<file path="config.mk">
export PLATFORM = sky130hd
export DESIGN_NAME = bia_chain
export DESIGN_NICKNAME = d
export VERILOG_FILES = /design/src/bia_pkg.sv /design/src/bia_chain.sv
export SDC_FILE = /design/constraint.sdc
export NUM_CORES = 1
export LEC_CHECK = 0
export ABC_AREA = 1
export BUFFER_PORTS_ARGS = -buffer_cell sky130_fd_sc_hd__buf_2
export CAP_MARGIN = 5
export CORE_MARGIN = 5
export CORE_UTILIZATION = 47
export DETAILED_ROUTE_END_ITERATION = 12
export HOLD_SLACK_MARGIN = 0.15
export PLACE_DENSITY = 0.79
export SLEW_MARGIN = 40
export SYNTH_ARGS = -nofsm -noshare
export SYNTH_HDL_FRONTEND = slang
export SYNTH_SLANG_ARGS = --single-unit
</file>
<file path="constraint.sdc">
create_clock -name i_clk -period 1.08 [get_ports i_clk]
set_input_delay 0.108 -clock i_clk [delete_from_list [all_inputs] [get_ports i_clk]]
set_output_delay 0.108 -clock i_clk [all_outputs]
set_load 0.02 [all_outputs]
</file>
<file path="src/bia_pkg.sv">
package bia_pkg;
    // Request levels on the backplane
    localparam int unsigned NUM_LEVELS = 7;
    localparam int unsigned LEVEL_W    = 3;
    localparam int unsigned SYNC_DEPTH = 3;
    localparam int unsigned ID_W       = 8;
    localparam logic [ID_W-1:0] ID_RESET = 8'hff;

    // Interrupter chain stage states
    typedef enum logic [1:0]
    {
        BIA_IDLE = 2'b00,
        BIA_PASS = 2'b01,
        BIA_ANSW = 2'b10,
        BIA_DONE = 2'b11
    } bia_state_t;

    // Synchronised backplane inputs
    typedef struct packed
    {
        logic               iack_n;
        logic               iackin_n;
        logic               as_n;
        logic [LEVEL_W-1:0] addr;
    } bia_bus_t;
endpackage

</file>
<file path="src/bia_chain.sv">
`timescale 1ns/1ps
// Overview of operation
// - A pending request pulls the chosen active-low request line low.
// - The first-slot driver turns a low global acknowledge into a fall.
// - Only one interrupter on a shared line answers each acknowledge.
// - A requester answers only after a fall arrives at its chain input.
// - The answering stage holds its chain output high.
// - A non-matching or idle stage passes the fall downstream.
// - The acknowledged level is read from the three lowest address lines.
// - The answerer drives its identifier word, then data-acknowledge low.
module bia_chain
    import bia_pkg::*;
#(
    parameter logic [LEVEL_W-1:0] LEVEL    = 3'h1,
    parameter bit                 FIRST_SLOT = 1'b0
)
(
    input  wire logic               i_clk,
    input  wire logic               i_rst_n,
    // Local side, on i_clk
    input  wire logic               i_req,
    input  wire logic [ID_W-1:0]    i_status_id,
    // Backplane lines, asynchronous to i_clk
    input  wire logic               i_iack_n,
    input  wire logic               i_iackin_n,
    input  wire logic               i_as_n,
    input  wire logic [LEVEL_W-1:0] i_addr,
    // Registered drivers; each _oe high turns its backplane driver on
    output logic                    o_irq_n_oe,
    output logic                    o_iackout_n,
    output logic [ID_W-1:0]         o_data,
    output logic                    o_data_oe,
    output logic                    o_dtack_n_oe,
    output logic                    o_acked
);

    // Synchroniser stages and the filtered bus view
    logic [SYNC_DEPTH-1:0] sync_iack_q;
    logic [SYNC_DEPTH-1:0] sync_in_q;
    logic [SYNC_DEPTH-1:0] sync_as_q;
    logic [LEVEL_W-1:0]    sync_a_q [SYNC_DEPTH];
    bia_bus_t              bus_q;
    // Chain edge detection
    logic                  chain_in;
    logic                  chain_prev_q;
    logic                  chain_fall;
    // Request and answer state
    logic                  pending_q;
    bia_state_t            state_q;
    logic                  data_ready_q;

    // Three-stage synchronisers; a change counts once stages 2 and 3 agree
    always_ff @(posedge i_clk or negedge i_rst_n)
    begin
        if (!i_rst_n)
        begin
            sync_iack_q <= '1;
            sync_in_q   <= '1;
            sync_as_q   <= '1;
            for (int i = 0; i < SYNC_DEPTH; i++)
            begin
                sync_a_q[i] <= '0;
            end
        end
        else
        begin
            sync_iack_q <= {sync_iack_q[SYNC_DEPTH-2:0], i_iack_n};
            sync_in_q   <= {sync_in_q[SYNC_DEPTH-2:0], i_iackin_n};
            sync_as_q   <= {sync_as_q[SYNC_DEPTH-2:0], i_as_n};
            sync_a_q[0] <= i_addr;
            for (int i = 1; i < SYNC_DEPTH; i++)
            begin
                sync_a_q[i] <= sync_a_q[i-1];
            end
        end
    end

    // Agreement filter holds last stable value while stages disagree
    // Costs two cycles over a plain two-flop stage, but rejects a runt
    always_ff @(posedge i_clk or negedge i_rst_n)
    begin
        if (!i_rst_n)
        begin
            bus_q <= '{iack_n: 1'b1, iackin_n: 1'b1, as_n: 1'b1, addr: '0};
        end
        else
        begin
            if (sync_iack_q[1] == sync_iack_q[2])
                bus_q.iack_n <= sync_iack_q[2];
            if (sync_in_q[1] == sync_in_q[2])
                bus_q.iackin_n <= sync_in_q[2];
            if (sync_as_q[1] == sync_as_q[2])
                bus_q.as_n <= sync_as_q[2];
            if (sync_a_q[1] == sync_a_q[2])
                bus_q.addr <= sync_a_q[2];
        end
    end

    // First slot listens to the global acknowledge line instead
    assign chain_in   = FIRST_SLOT ? bus_q.iack_n : bus_q.iackin_n;
    assign chain_fall = chain_prev_q && !chain_in;

    // Last chain level; resets high like the idle line, so no false fall
    always_ff @(posedge i_clk or negedge i_rst_n)
    begin
        if (!i_rst_n)
            chain_prev_q <= 1'b1;
        else
            chain_prev_q <= chain_in;
    end

    // Request latch; a new request wins over the clear of the old one
    // Only our own answer clears it; a passed cycle leaves it set
    always_ff @(posedge i_clk or negedge i_rst_n)
    begin
        if (!i_rst_n)
            pending_q <= 1'b0;
        else if (i_req)
            pending_q <= 1'b1;
        else if (state_q == BIA_DONE)
            pending_q <= 1'b0;
    end

    // Open-drain request pull-down
    always_ff @(posedge i_clk or negedge i_rst_n)
    begin
        if (!i_rst_n)
            o_irq_n_oe <= 1'b0;
        else
            o_irq_n_oe <= pending_q && state_q != BIA_DONE;
    end

    // Chain stage: decide on the fall, hold a pass until input rises, an answer until input or AS rises
    always_ff @(posedge i_clk or negedge i_rst_n)
    begin
        if (!i_rst_n)
            state_q <= BIA_IDLE;
        else
        begin
            case (state_q)
                BIA_IDLE:
                begin
                    // Decision only on the edge, never on a held low level
                    if (chain_fall)
                    begin
                        if (pending_q && bus_q.addr == LEVEL)
                            state_q <= BIA_ANSW;
                        else
                            state_q <= BIA_PASS;
                    end
                end
                BIA_PASS:
                begin
                    // Fall forwarded; follow the input back up
                    if (chain_in)
                        state_q <= BIA_IDLE;
                end
                BIA_ANSW:
                begin
                    // Word stays out until the handler lets go; AS high
                    // also ends it in case the chain input is still low
                    if (chain_in || bus_q.as_n)
                        state_q <= BIA_DONE;
                end
                BIA_DONE:
                begin
                    // One cycle in which the request is withdrawn
                    state_q <= BIA_IDLE;
                end
                default:
                begin
                    // Unused code; recover to idle
                    state_q <= BIA_IDLE;
                end
            endcase
        end
    end

    // Output only lowered while passing, so no glitch reaches downstream
    always_ff @(posedge i_clk or negedge i_rst_n)
    begin
        if (!i_rst_n)
            o_iackout_n <= 1'b1;
        else
            o_iackout_n <= !(state_q == BIA_PASS && !chain_in);
    end

    // Data first, data-acknowledge two cycles later for set-up margin
    always_ff @(posedge i_clk or negedge i_rst_n)
    begin
        if (!i_rst_n)
        begin
            o_data       <= ID_RESET;
            o_data_oe    <= 1'b0;
            data_ready_q <= 1'b0;
            o_dtack_n_oe <= 1'b0;
        end
        else
        begin
            // Word latched at the fall so it cannot change mid-cycle
            if (state_q == BIA_IDLE && chain_fall)
                o_data <= i_status_id;
            o_data_oe    <= state_q == BIA_ANSW;
            data_ready_q <= state_q == BIA_ANSW && o_data_oe;
            o_dtack_n_oe <= data_ready_q && state_q == BIA_ANSW;
        end
    end

    // One-cycle pulse when our acknowledge cycle finishes
    always_ff @(posedge i_clk or negedge i_rst_n)
    begin
        if (!i_rst_n)
            o_acked <= 1'b0;
        else
            o_acked <= state_q == BIA_ANSW && (chain_in || bus_q.as_n);
    end

endmodule

</file>
# After elaboration in Yosys (flattened, before gate mapping)
# Index checks and enable logic that the tools add are counted.
# W data, S select, Z words.
[word_totals]
regBits = 38
output_inout_bits = 13
inputBits = 17
elab_cells = 50
[classes]
n_reduce_logical = 14
n_eq_ne = 11
muxes = 7
[ops]
columns = ["cell", "n"]
rows = [
  ["$logic_and A1 B1 Y1", 8],
  ["$mux W2", 4],
  ["$ne A2 B2 Y1 const B", 4],
  ["$pmux W2 S4", 1],
  ["$eq A2 B2 Y1 const B", 2],
  ["$eq A3 B1 Y1 const B", 1],
  ["$eq A3 B3 Y1", 1],
  ["$reduce_and A3 Y1", 1],
  ["$eq A1 B1 Y1", 2],
  ["$eq A2 B1 Y1 const B", 1],
  ["$logic_not A1 Y1", 2],
  ["$logic_not A2 Y1", 1],
  ["$mux W1", 2],
  ["$reduce_bool A2 Y1", 1],
  ["$logic_or A1 B1 Y1", 1],
]

# Logic depth before layout (Yosys ltp)
# Gate-level depths: netlist (run 1).
[depth]
ltp_word = 5
mapped_depth = 7
depth_no_buf = 7

# Worst setup path before layout (run 1)
# OpenSTA, ideal clock, no wires.
[synth_path]
path_kind = "register to register"
start = "reg bus_q (netlist bit chain_in)"
end = "reg o_data[0]"
setup_slack_ns = 0.074
n_path_buf = 1
stages_incl_launch_ff = 6
synth_period_minus_slack_ns = 1.006
t_arrival_ns = 0.937
t_required_ns = 1.011
setup_time_ns = 0.069
path_cell_list = "dfstp_2 -> inv_2 -> nand3_4 -> buf_6 -> nand2_2 -> o21ai_2"
[synth_between]
elab_chain_len = 3
[synth_rtl]
columns = ["item", "line_no", "rtl"]
rows = [
  ["start: declaration", "bia_chain.sv:42", "bia_bus_t bus_q;"],
  ["start signal: assignment", "bia_chain.sv:84", "bus_q <= '{iack_n: 1'b1, iackin_n: 1'b1, as_n: 1'b1, addr: '0};"],
  ["$logic_not A1 Y1", "bia_chain.sv:101", "assign chain_fall = chain_prev_q && !chain_in;"],
  ["$logic_and A1 B1 Y1", "bia_chain.sv:101", ""],
  ["$logic_and A1 B1 Y1", "bia_chain.sv:201", "if (state_q == BIA_IDLE && chain_fall)"],
  ["end signal: assignment", "bia_chain.sv:202", "o_data <= i_status_id;"],
  ["end: declaration", "bia_chain.sv:31", "output logic [ID_W-1:0] o_data,"],
]
# No other way between the ends.
# A chain may end at the register's enable or synchronous reset.

# Worst setup path after layout (run 1)
[layout_path]
start = "reg o_data[4]"
end = "out o_data[4]"
# No word-level cell between the ends.

==> results of run 1 <==
## synthesized netlist by cell type
cell / count
o21ai_2: 8
nand3_1: 2
a21oi_1: 2
nor2_2: 1
xnor2_1: 1
nand2_2: 3
nor2_4: 1
nor2_1: 5
dfstp_2: 18
dfrtp_1: 20
inv_1: 19
buf_6: 1
nand3b_1: 1
inv_2: 2
maj3_1: 2
nand2_1: 29
or2_1: 1
nand3_4: 1
nand4_1: 3
## final timing paths
check,start,endpoint,slack [ps],depth (start not counted)
setup / recovery,o_data[4]$_DFFE_PN1P_,o_data[4],-80,1
hold / removal,i_rst_n,sync_a_q[1]$_DFF_PN0_,220,3
setup reg to reg,state_q[0]$_DFFE_PN0P_,o_data[3]$_DFFE_PN1P_,-40,3
hold reg to reg,sync_a_q[7]$_DFF_PN0_,sync_a_q[4]$_DFF_PN0_,360,0
max in group asynchronous,i_rst_n,o_data[3]$_DFFE_PN1P_,590,3
min in group i_clk,sync_a_q[7]$_DFF_PN0_,sync_a_q[4]$_DFF_PN0_,360,0
## what timing repair did
| action | 4_1_cts | 5_1_grt |
|---|---|---|
| resized for setup | 22 | 9 |
| gates cloned | 1 | 0 |
| pin swaps | 2 | 3 |
| setup buffers | 4 | 6 |
| endpoints found under the hold margin | 52 | 0 |
| endpoints found under the setup margin | 19 | 21 |
| hold buffers | 15 | 0 |
## kinds of logic after synthesis
group / after synthesis
AOI/OAI and AO/OA: 10
and+or+nand+nor: 47
xor gates and xnor gates: 1
buffers and inverters: 22
adders and majority gates: 2
DFF: 38
## flip-flops by register name (all words and copies together), names as in the netlist, 2 cells and up
register,cells
bus_q,4
o_data,8
state_q,2
sync_a_q,9
sync_as_q,3
sync_in_q,3
## metal layers
| layer | global-route usage (%) | vias to the layer above | share of wire [%] |
|---|---|---|---|
| li1 | - | 494 | - |
| met2 | 30.3 | 30 | 56 |
| met4 | 9.50 | 0 | 3.0 |
| met5 | 0 | - | 0 |
| met1 | 16.5 | 497 | 37 |
| met3 | 5.35 | 11 | 4.6 |
## where the power goes
group          total, W  switching (W)  internal (W)
clock          0.000994       0.000508      0.000485
sequential      0.00207       0.000226       0.00185
combinational   0.00160       0.000838      0.000757
## through the flow
stage | hold WS (ps) | setup TNS [ps] | util, %
after global routing | 232 | -1400 | 71.5
after floorplan | -188 | 0 | -
final | 223 | -600 | 71.5
after detailed placement | 86.7 | 0 | 56.5
after CTS | 243 | -516 | 69.0
after global placement | 77.6 | 0 | 56.5
## final cells by class
class | instances | area, sq um
sequential | 38 | 976
fill | 183 | 800
timing repair buffer | 54 | 442
multi-input combinational | 61 | 385
inverter | 21 | 81.3
clock inverter | 3 | 45.0
tap | 31 | 38.8
clock buffer | 5 | 37.5
==> impl_metrics.tcl, run 1 <==
set metrics [dict create \
    status "finished with violations" \
    violations "negative setup slack" \
    dp_cells 179 \
    clk_latency_ps 360 \
    peakVddDrop_mv 2.05 \
    mostFrequentLayoutCells "nand2_1 (24), inv_1 (19), buf_2 (19)" \
    dieHeight_microns 64.5 \
    io_pins 30 \
    critical_path_class "reg2out" \
    track_usage_pct 16.6 \
    vias 1032 \
    synth_top_family_by_area "simple AND/OR/NAND/NOR gates" \
    port_buffers 28 \
    skew_ps 11.8 \
    rsz0062_at_grt "true" \
    crit_path_end_kind "output port" \
    synth_cell_types 19 \
    rows 19 \
    synthCells 120 \
    drt-vias-per-instance 4.85 \
    drt-initial-drc-count 31 \
    final_common_cell "nand2_1" \
    dieArea_sq_um 4160 \
    grt_pass1_wl_microns 5090 \
    dr.pass1.iters 5 \
    synth.area.top_cells "dfrtp_1 (36%), dfstp_2 (34%), nand2_1 (7.8%), inv_1 (5.1%), o21ai_2 (5.0%)" \
    grt_overflow_total 0 \
    seq_area_frac_synth_pct 69.7 \
    design_area_sq_um 2010 \
    worst_hold_path_type "in2async" \
    synth.area.mux_share_pct 0 \
    finalPower_w 0.00466 \
    period_needed_ps 1160 \
    clk_path_buf_depth 2 \
    synth_top_area_share_pct 35.8 \
    hold_violations 0 \
    fp.coreArea_sq_um 2810 \
    cts-buffers-inserted 5 \
    maxCapViolations 0 \
    synth_area_sq_um 1400 \
    p_leak_nw 0.992 \
    synth-adder-area-share_pct 1.43 \
    cpMaxStageDelayCell "dfstp_2" \
    cts_tree "yes" \
    path_clk_slew_ps 120 \
    drive_above_1_share_pct 50.0 \
    final_cells 213 \
    finalCritPeriodShare_pct 107 \
    root_buffer "clkbuf_4" \
    yosys.area_share.simple_pct 16.0 \
    post_dp_cell_area_sq_um 1580 \
    grt_pass1_vias 1080 \
    critical_path_arrival_ps 1050 \
    drt-total-wl_microns 3120 \
    worstPathRequired_ps 970 \
    critPathBufInv 1 \
    preCtsSetupSlack_ps 0.300 \
    relSlewSlack_pct 85.7 \
    fin_nets 198 \
    synth-compound-area-share_pct 5.73 \
    htreeDepth 2 \
    syn_to_final_growth_pct 43.6 \
    synth.avg_cell_area_sq_um 11.6 \
    crit_chain "buf_6" \
    yosysTopAreaCell "dfrtp_1" \
    worst_pin_slew_ps 213 \
    fmax_mhz 866 \
    slowest_delay_ps 570 \
    synth-warning-count 0 \
    setup_violations 15 \
    dp.final_hpwl_microns 1580 \
    cts.sink_count 38 \
    gp_congestion 0.687 \
    cp_top_family "flip-flops" \
    grt_start_max_net_pins 39 \
    antenna_left 0 \
    critPathLaunchType "flop" \
    critical_path.max_fanout 2 \
    powerDensity_nw_per_um2 2320 \
    wl_per_cell_microns 14.7 \
    drc 0 \
    dieWidth_microns 64.5 \
    slew_violations 0 \
    layout_setup_ws_ps -75.4 \
    syn_nets 137 \
    synth_seq_cells 38 \
    antenna_found_initial 0 \
    start_util_pct 49.8 \
    synth_xor_area_share_pct 0.627 \
    antenna_cells 0 \
]
No activity file was read; power rests on OpenSTA's default activity.
==> inputs of run 2 (changes only) <==
Settings changed: RECOVER_POWER set to 25.
==> impl_metrics.tcl, run 2 (synthesized netlist as in run 1, its figures left out) <==
set metrics [dict create \
    r2r_end "o_data[3]$_DFFE_PN1P_" \
    start_util_pct 49.8 \
    fp.coreArea_sq_um 2810 \
    slew_violations 0 \
    cts-buffers-inserted 5 \
    critical_path_depth 1 \
    drive_above_1_share_pct 50.0 \
    drt-initial-drc-count 31 \
    gp_congestion 0.687 \
    skew_ps 11.5 \
    final_util_pct 71.1 \
    root_buffer "clkbuf_4" \
    design_area_sq_um 1990 \
    setup_violations 16 \
    grt_overflow_total 0 \
    slowest_delay_ps 570 \
    p_leak_nw 0.987 \
    track_usage_pct 16.6 \
    dieHeight_microns 64.5 \
    antenna_cells 0 \
    critical_path.max_fanout 2 \
    cpMaxStageDelayCell "dfstp_2" \
    crit_path_end_kind "output port" \
    cp-endpoint "o_data[4]" \
    grt_pass1_vias 1080 \
    final_cells 213 \
    fin_nets 198 \
    post_dp_cell_area_sq_um 1580 \
    r2r_cells 3 \
    clk_path_buf_depth 2 \
    mostFrequentLayoutCells "nand2_1 (24), inv_1 (19), buf_2 (19)" \
    peakVddDrop_mv 2.05 \
    dieWidth_microns 64.5 \
    port_buffers 28 \
    critPathLaunch "o_data[4]$_DFFE_PN1P_" \
    status "finished with violations" \
    rows 19 \
    cts.sink_count 38 \
    worstPathRequired_ps 970 \
    r2r-start "state_q[0]$_DFFE_PN0P_" \
    reg2reg_slack_ps -50 \
    powerDensity_nw_per_um2 2340 \
    critPathBufInv 1 \
    io_pins 30 \
    preCtsSetupSlack_ps 0.300 \
    syn_to_final_growth_pct 42.7 \
    largest_reg_flops 9 \
    critical_path_arrival_ps 1050 \
    grt_pass1_wl_microns 5090 \
    path_clk_slew_ps 120 \
    wl_per_cell_microns 14.6 \
    largest-register "sync_a_q" \
    critical_path_class "reg2out" \
    drt-total-wl_microns 3110 \
    period_needed_ps 1160 \
    drt-vias-per-instance 4.86 \
    violations "negative setup slack" \
    worst_hold_path_type "in2async" \
    antenna_found_initial 0 \
    final_common_cell "nand2_1" \
    fillers 185 \
    cts_tree "yes" \
    rsz0062_at_grt "true" \
    vias 1035 \
    critPathLaunchType "flop" \
    finalCritPeriodShare_pct 107 \
    dr.pass1.iters 4 \
    worst_pin_slew_ps 485 \
    crit_chain "buf_6" \
    relSlewSlack_pct 67.7 \
    clk_latency_ps 360 \
    dp.final_hpwl_microns 1580 \
    layout_setup_ws_ps -76.0 \
    cp_top_family "flip-flops" \
    drc 0 \
    grt_start_max_net_pins 39 \
    htreeDepth 2 \
    hold_violations 0 \
    antenna_left 0 \
    maxCapViolations 0 \
    dieArea_sq_um 4160 \
    fmax_mhz 865 \
    top_regs "sync_a_q (9), o_data (8), bus_q (4)" \
    dp_cells 179 \
]
==> run 2: changes by cell type in the layout (fill, tap and decap cells not counted), sizes merged <==
cell and change:
clkbuf +1, buf -1
==> run 2: how the worst min path moves through the flow <==
stage / from / endpoint / slack, ps / cells after the start
2_1_floorplan: i_rst_n / bus_q[0]$_DFFE_PN0N_ / -190 / 0
3_3_place_gp: i_rst_n / sync_a_q[7]$_DFF_PN0_ / 80 / 2
3_5_place_dp: i_rst_n / sync_a_q[7]$_DFF_PN0_ / 90 / 2
4_1_cts: i_rst_n / sync_a_q[7]$_DFF_PN0_ / 240 / 3
5_1_grt: sync_as_q[0]$_DFF_PN1_ / sync_as_q[1]$_DFF_PN1_ / 370 / 0
6_report: i_rst_n / sync_a_q[1]$_DFF_PN0_ / 340 / 3
==> run 2: what timing repair did <==
action,CTS,global route
endpoints found under the hold margin,52,0
gates cloned,1,0
resized for setup,22,9
pin swaps,2,3
setup endpoints to repair,19,21
hold buffers,15,0
buffers inserted,4,6
==> run 2: per-layer routing <==
metal | track usage (%) | vias to the layer above | part of all wire [%]
met5 | 0 | - | 0
met4 | 9.50 | 0 | 3.0
met3 | 5.35 | 11 | 4.7
met2 | 30.3 | 26 | 57
met1 | 16.5 | 507 | 35
li1 | - | 491 | -
==> run 2: cell type report <==
class	instances	area, sq um	share of cell area [%]
clock buffers	5	37.5	1.88
clock inverters	3	45.0	2.26
inverters	21	81.3	4.08
multi-input cells	61	385	19.3
flip-flops and latches	38	976	49.0
well taps	31	38.8	1.95
repair buffers	54	429	21.5
==> run 2: per-stage QoR <==
step	total power [W]	TNS [ps]	hold slack, ps
detailed placement	0.00313	0	86.7
floorplan	0.00279	0	-188
global placement	0.00306	0	77.6
CTS	0.00452	-516	243
global route	0.00489	-1400	373
finish	0.00466	-642	344
==> run 2: power by group <==
group	internal, W	switching [W]	leakage [nW]
registers	0.00185	0.000226	0.428
clock network	0.000485	0.000510	0.0374
logic	0.000752	0.000840	0.521
total	0.00308	0.00158	0.987
==> run 2: tightest hold or removal path, delay by kind of cell <==
kind	cells	cell delay, ps
buffers and inverters	3	1050
